File: src/hw/shp_regs.svh
// Constants for the dual-mode serial host port: timing counts and fields.
// Assumes a 100 MHz system clock standing in for the crystal clock.
`ifndef SHP_REGS_SVH
`define SHP_REGS_SVH

// Word length in bits
`define SHP_WORD_BITS 8
// Internal SPI bit clock: half-period in system cycles (f/8, under f/4)
// Four cycles leave room for the two-stage MISO synchroniser.
`define SHP_SPI_HALF 4
// Internal I2C bit clock: quarter-period in system cycles (f/6 at most)
`define SHP_I2C_QTR 2
// Fixed bits of the own I2C slave address, placed round the address-pin bits
`define SHP_I2C_ADDR_HI 5'h0A
// Bit positions of the address pins inside the 7-bit address
`define SHP_ADDR_POS0 0
`define SHP_ADDR_POS2 2

`endif

File: src/hw/shp_pkg.sv
// Types shared by the serial host port.
// Assumes the constants header is included by the design module.
package shp_pkg;
	typedef enum logic [2:0] {
		SHP_IDLE,
		SHP_WAIT_REQ,
		SHP_START,
		SHP_BITS,
		SHP_ACK,
		SHP_STOP
	} shp_state_t;
endpackage

File: src/hw/shp_port.sv
// Dual-mode SPI/I2C serial host port, pin-level logic.
// Assumes pins are resolved by the bench from out/oe triples; pulls high.
`include "shp_regs.svh"
`timescale 1ns/1ns
`default_nettype none

// How it works
// - pins routed to SPI or I2C only
// - SPI clock output as master, input slave
// - master uses own divider, slave external
// - slave ignores clock without slave select
// - shift one edge, sample the other
// - SPI clock at most f/4, in f/3
// - I2C clock open-drain master, input slave
// - I2C clock at most f/6, in f/5
// - MISO input master, output slave, tristate
// - MOSI output master, input slave
// - SDA input receiving, open-drain transmitting
// - SDA changes only while SCL low
// - idle bus leaves SDA high
// - SDA fall with SCL high is start
// - SDA rise with SCL high is stop
// - address pin 0 forms slave address
// - address pin 2 forms slave address
// - master flags error on slave select
// - request line paces each word (SPI only; I2C ignores it)
module shp_port
	import shp_pkg::*;
#(
	parameter int WORD_BITS = `SHP_WORD_BITS
) (
	input wire logic clk,
	input wire logic rst_b,
	input wire logic mode_i2c,
	input wire logic mode_master,
	input wire logic cpol,
	input wire logic cpha,
	input wire logic tx_valid,
	output logic tx_ready,
	input wire logic [WORD_BITS-1:0] tx_data,
	output logic rx_valid,
	output logic [WORD_BITS-1:0] rx_data,
	output logic bus_error,
	output logic start_seen,
	output logic stop_seen,
	input wire logic sck_in,
	output logic sck_out,
	output logic sck_oe,
	input wire logic miso_in,
	output logic miso_out,
	output logic miso_oe,
	input wire logic mosi_in,
	output logic mosi_out,
	output logic mosi_oe,
	input wire logic ss_b_in,
	input wire logic addr_pin0,
	input wire logic addr_pin2,
	input wire logic req_b_in,
	output logic req_b_out,
	output logic req_b_oe
);
	initial begin
		if (WORD_BITS < 8 || WORD_BITS > 32)
			$error("WORD_BITS out of range");
	end

	// two-stage synchronisers for every pin input
	logic [6:0] sync1_reg, sync2_reg, prev_reg;
	always_ff @(posedge clk) begin
		if (!rst_b) begin
			sync1_reg <= 7'h7F;
			sync2_reg <= 7'h7F;
			prev_reg <= 7'h7F;
		end else begin
			sync1_reg <= {req_b_in, ss_b_in, mosi_in, miso_in, sck_in,
				addr_pin2, addr_pin0};
			sync2_reg <= sync1_reg;
			prev_reg <= sync2_reg;
		end
	end

	// Named views of the synchronised pins
	wire sck_s = sync2_reg[2];
	wire miso_s = sync2_reg[3];
	wire mosi_s = sync2_reg[4];
	wire ss_s = sync2_reg[5];
	wire req_s = sync2_reg[6];
	wire sck_rise = sck_s & ~prev_reg[2];
	wire sck_fall = ~sck_s & prev_reg[2];
	wire sda_rise = mosi_s & ~prev_reg[4];
	wire sda_fall = ~mosi_s & prev_reg[4];

	localparam logic [4:0] ADDR_HI = `SHP_I2C_ADDR_HI;
	wire [6:0] own_addr = {ADDR_HI[4:1], 1'b0, ADDR_HI[0], 1'b0} |
		((7'h01 << `SHP_ADDR_POS0) & {7{sync2_reg[0]}}) |
		((7'h01 << `SHP_ADDR_POS2) & {7{sync2_reg[1]}});

	// Bit-clock divider enable; one pulse per half SPI / quarter I2C bit
	localparam logic [3:0] SPI_HALF = 4'(`SHP_SPI_HALF);
	localparam logic [3:0] I2C_QTR = 4'(`SHP_I2C_QTR);
	logic [3:0] div_reg;
	wire [3:0] div_top = mode_i2c ? I2C_QTR : SPI_HALF;
	// half period of four cycles stays under f/4
	// four quarters of two cycles is f/8
	wire tick = (div_reg == div_top - 4'h1);
	always_ff @(posedge clk) begin
		if (!rst_b)
			div_reg <= 4'h0;
		else
			div_reg <= tick ? 4'h0 : div_reg + 4'h1;
	end

	// Transfer machine
	shp_state_t state_reg;
	logic [WORD_BITS-1:0] sh_reg;
	logic [5:0] cnt_reg;
	logic [1:0] ph_reg;
	logic clk_reg, dout_reg, sda_low_reg, scl_low_reg, active_reg;
	logic addr_phase_reg, addr_hit_reg;

	// Edges seen by the SPI slave, gated by slave select
	// ignore clock when not selected
	wire sel = ~ss_s;
	wire lead_edge = sel & (cpol ? sck_fall : sck_rise);
	wire trail_edge = sel & (cpol ? sck_rise : sck_fall);
	wire smp_edge = cpha ? trail_edge : lead_edge;
	wire shf_edge = cpha ? lead_edge : trail_edge;
	// I2C condition detection on synchronised SCL/SDA
	// start detection
	wire i2c_start = mode_i2c & sck_s & sda_fall;
	wire i2c_stop = mode_i2c & sck_s & sda_rise;
	wire last_bit = (cnt_reg == 6'(WORD_BITS - 1));
	// Word as the master holds it after its last sampling edge
	wire [WORD_BITS-1:0] m_word = cpha ?
		{sh_reg[WORD_BITS-2:0], miso_s} : sh_reg;

	assign tx_ready = (state_reg == SHP_IDLE) & ~active_reg;

	// SPI and I2C engines, master and slave
	always_ff @(posedge clk) begin
		if (!rst_b) begin
			state_reg <= SHP_IDLE;
			sh_reg <= '0;
			cnt_reg <= 6'h00;
			ph_reg <= 2'h0;
			clk_reg <= 1'b0;
			dout_reg <= 1'b1;
			sda_low_reg <= 1'b0;
			scl_low_reg <= 1'b0;
			rx_valid <= 1'b0;
			rx_data <= '0;
			active_reg <= 1'b0;
			addr_phase_reg <= 1'b0;
			addr_hit_reg <= 1'b0;
		end else begin
			rx_valid <= 1'b0;
			if (mode_master) begin
				case (state_reg)
				SHP_IDLE: begin
					clk_reg <= cpol;
					if (tx_valid) begin
						sh_reg <= tx_data;
						cnt_reg <= 6'h00;
						ph_reg <= 2'h0;
						state_reg <= mode_i2c ? SHP_START : SHP_WAIT_REQ;
					end
				end
				SHP_WAIT_REQ: if (!req_s && tick) begin
					dout_reg <= sh_reg[WORD_BITS-1];
					state_reg <= SHP_BITS;
				end
				SHP_START: if (tick) begin
					// generate start, SDA falls while SCL high
					sda_low_reg <= 1'b1;
					ph_reg <= 2'h0;
					state_reg <= SHP_BITS;
				end
				SHP_BITS: if (tick) begin
					if (!mode_i2c) begin
						clk_reg <= ~clk_reg;
						ph_reg <= ph_reg + 2'h1;
						if (ph_reg[0] == cpha)
							sh_reg <= {sh_reg[WORD_BITS-2:0], miso_s};
						else
							dout_reg <= sh_reg[WORD_BITS-1];
						if (ph_reg[0]) begin
							cnt_reg <= cnt_reg + 6'h01;
							if (last_bit) begin
								rx_valid <= 1'b1;
								rx_data <= m_word;
								state_reg <= SHP_IDLE;
							end
						end
					end else begin
						ph_reg <= ph_reg + 2'h1;
						case (ph_reg)
						// data set only with SCL low
						2'h0: scl_low_reg <= 1'b1;
						2'h1: sda_low_reg <= ~sh_reg[WORD_BITS-1];
						2'h2: scl_low_reg <= 1'b0;
						default: begin
							sh_reg <= {sh_reg[WORD_BITS-2:0], 1'b1};
							cnt_reg <= cnt_reg + 6'h01;
							if (last_bit)
								state_reg <= SHP_ACK;
						end
						endcase
					end
				end
				SHP_ACK: if (tick) begin
					ph_reg <= ph_reg + 2'h1;
					case (ph_reg)
					2'h0: scl_low_reg <= 1'b1;
					2'h1: sda_low_reg <= 1'b0;
					2'h2: scl_low_reg <= 1'b0;
					default: state_reg <= SHP_STOP;
					endcase
				end
				SHP_STOP: if (tick) begin
					ph_reg <= ph_reg + 2'h1;
					case (ph_reg)
					2'h0: scl_low_reg <= 1'b1;
					2'h1: sda_low_reg <= 1'b1;
					2'h2: scl_low_reg <= 1'b0;
					default: begin
						sda_low_reg <= 1'b0;
						state_reg <= SHP_IDLE;
					end
					endcase
				end
				default: state_reg <= SHP_IDLE;
				endcase
			end else if (!mode_i2c) begin
				state_reg <= SHP_IDLE;
				if (!sel) begin
					active_reg <= 1'b0;
					cnt_reg <= 6'h00;
				end else if (smp_edge) begin
					active_reg <= 1'b1;
					sh_reg <= {sh_reg[WORD_BITS-2:0], mosi_s};
					cnt_reg <= cnt_reg + 6'h01;
					if (last_bit) begin
						rx_valid <= 1'b1;
						rx_data <= {sh_reg[WORD_BITS-2:0], mosi_s};
						cnt_reg <= 6'h00;
						active_reg <= 1'b0;
					end
				end else if (shf_edge)
					dout_reg <= sh_reg[WORD_BITS-1];
				else if (!active_reg && tx_valid)
					sh_reg <= tx_data;
			end else begin
				// I2C slave: address match and ACK
				state_reg <= SHP_IDLE;
				if (i2c_start) begin
					cnt_reg <= 6'h00;
					addr_phase_reg <= 1'b1;
					active_reg <= 1'b1;
					sda_low_reg <= 1'b0;
				end else if (i2c_stop) begin
					active_reg <= 1'b0;
					addr_phase_reg <= 1'b0;
					sda_low_reg <= 1'b0;
				end else if (active_reg && sck_rise) begin
					sh_reg <= {sh_reg[WORD_BITS-2:0], mosi_s};
					cnt_reg <= cnt_reg + 6'h01;
				end else if (active_reg && sck_fall) begin
					// ACK driven only after SCL falls
					if (cnt_reg == 6'h08) begin
						if (addr_phase_reg)
							addr_hit_reg <= (sh_reg[7:1] == own_addr);
						sda_low_reg <= addr_hit_reg |
							(addr_phase_reg & (sh_reg[7:1] == own_addr));
						if (!addr_phase_reg && addr_hit_reg) begin
							rx_valid <= 1'b1;
							rx_data <= sh_reg;
						end
					end else if (cnt_reg == 6'h09) begin
						sda_low_reg <= 1'b0;
						addr_phase_reg <= 1'b0;
						cnt_reg <= 6'h00;
					end
				end
			end
		end
	end

	// external slave select in SPI master mode
	always_ff @(posedge clk) begin
		if (!rst_b) begin
			bus_error <= 1'b0;
			start_seen <= 1'b0;
			stop_seen <= 1'b0;
		end else begin
			bus_error <= (~mode_i2c & mode_master & ~ss_s) | bus_error;
			start_seen <= i2c_start;
			stop_seen <= i2c_stop;
		end
	end

	always_ff @(posedge clk) begin
		if (!rst_b)
			req_b_out <= 1'b1;
		else
			req_b_out <= ~(tx_valid & ~active_reg & ~smp_edge);
	end
	assign req_b_oe = ~mode_i2c & ~mode_master;

	assign sck_out = mode_i2c ? 1'b0 : clk_reg;
	assign sck_oe = mode_master & (mode_i2c ? scl_low_reg : 1'b1);
	assign miso_out = dout_reg;
	assign miso_oe = ~mode_i2c & ~mode_master & sel;
	// SDA open-drain on shared data pin
	assign mosi_out = mode_i2c ? 1'b0 : dout_reg;
	assign mosi_oe = mode_i2c ? sda_low_reg : mode_master;

	miso_tri_a: assert property (@(posedge clk) disable iff (!rst_b)
		(!mode_i2c && !mode_master && ss_s) |-> !miso_oe)
		else $error("MISO driven while deselected");
	// no SDA pull in I2C master idle
	sda_idle_a: assert property (@(posedge clk) disable iff (!rst_b)
		(mode_i2c && mode_master && state_reg == SHP_IDLE) |-> !mosi_oe)
		else $error("SDA pulled while idle");
	bus_err_a: assert property (@(posedge clk) disable iff (!rst_b)
		(!mode_i2c && mode_master && !ss_s) |=> bus_error)
		else $error("bus error not flagged");
	mosi_dir_a: assert property (@(posedge clk) disable iff (!rst_b)
		!mode_i2c |-> (mosi_oe == mode_master))
		else $error("MOSI direction wrong");
	sck_dir_a: assert property (@(posedge clk) disable iff (!rst_b)
		!mode_i2c |-> (sck_oe == mode_master))
		else $error("SPI clock direction wrong");
	// SCL only pulled low, never by a slave
	scl_od_a: assert property (@(posedge clk) disable iff (!rst_b)
		mode_i2c |-> (!sck_out && (mode_master || !sck_oe)))
		else $error("SCL driven wrongly");
endmodule
`default_nettype wire

File: config.mk
export PLATFORM = sky130hd
export DESIGN_NAME = shp_port
export DESIGN_NICKNAME = d
export VERILOG_FILES = /design/src/hw/shp_pkg.sv /design/src/hw/shp_port.sv
export VERILOG_INCLUDE_DIRS = /design/src /design/src/hw
export SDC_FILE = /design/constraint.sdc
export NUM_CORES = 1
export LEC_CHECK = 0
export ABC_AREA = 1
export BUFFER_PORTS_ARGS = -buffer_cell sky130_fd_sc_hd__buf_2
export CAP_MARGIN = 20
export CORE_MARGIN = 2
export CORE_UTILIZATION = 35
export DETAILED_ROUTE_END_ITERATION = 10
export GPL_ROUTABILITY_DRIVEN = 1
export SLEW_MARGIN = 20
export SYNTH_ARGS = -nofsm -noshare
export SYNTH_HDL_FRONTEND = slang
export SYNTH_SLANG_ARGS = --single-unit
File: constraint.sdc
create_clock -name clk -period 1.4 [get_ports clk]
set_input_delay 0.28 -clock clk [delete_from_list [all_inputs] [get_ports clk]]
set_output_delay 0.28 -clock clk [all_outputs]
set_load 0.02 [all_outputs]
==> impl_metrics.py <==
metrics = {
    "synth": {
        "yosysWarnings": 0,
        "synth_area_mm2": 0.00352,
        "ys_ff_latch": 59,
        "ys_types": 41,
        "avgSynthCellArea_um2": 6.42,
        "netlist_instances": 548,
        "synth_nets": 578,
        "synth-seq-area-share_pct": 33.6,
    },
    "worst_hold_path": {
        "holdPathEnd": "sync1_reg[0]",
        "hold_class": "in2reg",
        "min_path_cells": 2,
        "hp-start": "addr_pin0",
    },
    "pwr": {
        "internal_power_w": 0.00398,
        "p_seq_share_pct": 30.8,
        "p_per_area_mw_per_mm2": 1170,
        "combinationalPowerShare_pct": 44.0,
        "power_switching_w": 0.00260,
        "fin_total_pwr_w": 0.00658,
        "p_leak_nw": 2.72,
        "clkPwrFrac_pct": 25.2,
        "power.share.switching_pct": 39.5,
        "peakVddDrop_uv": 544,
    },
    "die": {
        "io_pins": 43,
        "dieArea_mm2": 0.0109,
        "rows": 36,
        "dieWidth_um": 104,
        "coreArea_mm2": 0.00977,
        "initial_core_util_pct": 36.0,
        "die_h_um": 104,
    },
    "worst_setup_path": {
        "r2r_setup_slack_ps": -240,
        "critPathLaunch": "state_reg[0]",
        "reg2reg_depth": 9,
        "worstPathRequired_ps": 1680,
        "criticalPathCategory": "reg2reg",
        "end_kind": "register",
        "r2r-start": "state_reg[0]",
        "start_kind": "register",
        "crit_arrival_ps": 1920,
        "path_max_fanout": 7,
        "r2r-end": "cnt_reg[0]",
    },
    "grt": {
        "grt_pass1_wl_um": 18900,
        "grt_antenna_before_repair": 0,
        "grt_overflow": 0,
        "grt_pass1_vias": 3986,
        "grt_max_degree": 21,
        "track_usage_pct": 21.6,
    },
    "cts": {
        "cts_buffers": 9,
        "cts-root-buf": "clkbuf_8",
        "clock_latency_ps": 360,
        "clockBufferDepth": 2,
        "cts_tree": "yes",
        "htree_levels": 3,
        "clkTransAtPathRegs_ps": 80,
        "cts.sinks": 59,
    },
    "sta": {
        "worst_slack_ps": -240,
        "period_needed_ps": 1640,
        "hold_slack_ps": 103,
        "clock-skew-final_ps": 12.3,
        "worst_slew_pin_slew_ps": 606,
        "min_period_over_period_pct": 117,
        "slew_headroom_pct": 59.6,
        "hold_viol": 0,
        "max_freq_mhz": 610,
        "finalMaxSlewViolations": 0,
        "setup_violations": 34,
        "rsz0062_at_grt": "true",
    },
    "finish": {
        "drive_above_1_share_pct": 46.2,
        "area_delta_synth_final_pct": 59.5,
        "fin_nets": 739,
        "nFillCells": 920,
        "diodes": 0,
    },
    "routing": {
        "ant_nets": 0,
        "vias": 4172,
        "first_pass_iters": 5,
        "drt-vias-per-instance": 4.93,
        "postRouteWirelength_um": 12100,
        "drc": 0,
        "avgRoutedWirePerCell_um": 14.3,
        "drt_iter0_drc": 305,
    },
    "job": {
        "cap_violations": 0,
    },
    "run_status": {
        "failed_checks": "negative setup slack",
        "status": "finished, violations left",
    },
    "placement": {
        "gp_congestion": 0.952,
        "dp_hpwl_um": 8210,
        "io_buffers": 42,
    },
}
-- critical path: stages (launching register included) --
cell and delay [ps]:
dfxtp_4 420, nor2_4 60, buf_6 110, nand4_1 150, nand2_1 110, nor2_2 110
nand3_2 110, nor2_4 230, nand3_2 120, a21oi_2 130
-- power by group through the flow --
stage	logic, W	registers, W	clock network (W)
after CTS	0.00238	0.00201	0.00168
final	0.00290	0.00203	0.00166
after global routing	0.00313	0.00205	0.00176
after detailed placement	0.00200	0.00204	0
after floorplan	0.00130	0.00201	0
after global placement	0.00197	0.00204	0
-- through the flow --
stage	instances	utilization (%)	setup TNS, ps	setup WS [ps]	instance area, µm²
6_report	847	57.4	-5680	-240	5610
5_1_grt	847	57.4	-9220	-348	5610
4_1_cts	833	53.7	-4310	-166	5250
3_5_place_dp	798	46.8	-8280	-341	4570
2_1_floorplan	548	-	-1250	-70.2	3600
3_3_place_gp	798	46.8	-7430	-300	4570
-- layout make-up --
type / count / area [µm²] / share of cell area, %
Clock buffer: 9 / 124 / 2.21
Clock inverter: 7 / 77.6 / 1.38
Inverter: 66 / 268 / 4.77
Multi-Input combinational cell: 407 / 2510 / 44.7
Sequential cell: 59 / 1210 / 21.6
Tap cell: 133 / 166 / 2.97
Timing Repair Buffer: 166 / 1250 / 22.4
-- Yosys cell counts --
| master | instances | share of area [%] |
|---|---|---|
| clkbuf_1 | 6 | 0.64 |
| a31oi_1 | 2 | 0.36 |
| nand2_2 | 7 | 1.2 |
| o21ai_1 | 1 | 0.14 |
| o21ai_2 | 1 | 0.25 |
| nor4_1 | 1 | 0.18 |
| ha_1 | 8 | 2.8 |
| nor3_1 | 3 | 0.43 |
| or2_1 | 1 | 0.18 |
| nand4_1 | 12 | 2.1 |
| o22ai_1 | 1 | 0.18 |
| o211ai_1 | 1 | 0.21 |
| and2_1 | 1 | 0.18 |
| buf_1 | 1 | 0.11 |
| nor2_4 | 3 | 0.96 |
| clkinv_2 | 1 | 0.14 |
| nor2_2 | 4 | 0.71 |
| o31ai_1 | 1 | 0.21 |
| inv_2 | 5 | 0.53 |
| xnor2_1 | 2 | 0.50 |
| o21ai_0 | 38 | 5.4 |
| o221ai_1 | 3 | 0.75 |
| xor2_1 | 2 | 0.50 |
| nand4_4 | 1 | 0.60 |
| buf_4 | 4 | 0.85 |
| buf_6 | 2 | 0.64 |
| dfxtp_1 | 59 | 34 |
| and3_1 | 1 | 0.18 |
| or2_2 | 14 | 2.5 |
| inv_1 | 60 | 6.4 |
| buf_2 | 5 | 0.71 |
| a211oi_1 | 1 | 0.21 |
| nand2_1 | 119 | 13 |
| nand3_2 | 1 | 0.28 |
| nand3b_1 | 1 | 0.21 |
| nor2_1 | 98 | 10 |
| nor3_2 | 1 | 0.28 |
| nand2_4 | 1 | 0.32 |
| nand3_1 | 47 | 6.7 |
| a21oi_1 | 19 | 2.7 |
| o21bai_1 | 9 | 1.9 |
-- logic make-up after synthesis --
| family | count (synthesis) | share of synthesized area (%) |
|---|---|---|
| AOI/OAI and AO/OA | 77 | 12.3 |
| buffers and inverters | 84 | 10.0 |
| and+or+nand+nor | 316 | 40.2 |
| DFF | 59 | 33.6 |
| adders and majority gates | 8 | 2.85 |
| xor gates and xnor gates | 4 | 0.996 |
-- worst max path at each step --
stage,end,slack (ps),cells past startpoint
CTS,rx_data[0],-170,11
global placement,cnt_reg[5],-300,10
floorplan,cnt_reg[3],-70,10
finish,cnt_reg[0],-240,9
detailed placement,cnt_reg[1],-340,9
global route,sh_reg[6],-350,11
-- layout by cell type (no fill, tap or decap), types with 12 or more instances in the layout --
cell / Yosys / final
a21oi_1: 19 / 14
buf_2: 5 / 39
buf_4: 4 / 103
buf_6: 2 / 21
dfxtp_1: 59 / 49
inv_1: 60 / 47
nand2_1: 119 / 91
nand2_2: 7 / 25
nand2_4: 1 / 12
nand3_1: 47 / 28
nand3_2: 1 / 14
nand4_1: 12 / 12
nor2_1: 98 / 79
nor2_2: 4 / 13
nor2_4: 3 / 13
o21ai_0: 38 / 20
o21ai_1: 1 / 13
or2_2: 14 / 14
-- routing by layer --
layer  part of all wire, %  wire (µm)  track usage, %  up-vias
met2                    47       5690            35.0      151
met5                     0          0               0        -
met4                   2.5        297            7.82        0
met1                    44       5320            28.1     1903
met3                   6.5        787            4.82       26
li1                      -          -               -     2092
-- repair_timing --
action,CTS,global route
resized for setup,98,80
buffers inserted,17,15
setup endpoints to repair,37,39
hold buffers,0,0
pin swaps,37,50
cloned,2,0
No activity file was read; power rests on OpenSTA's default activity.
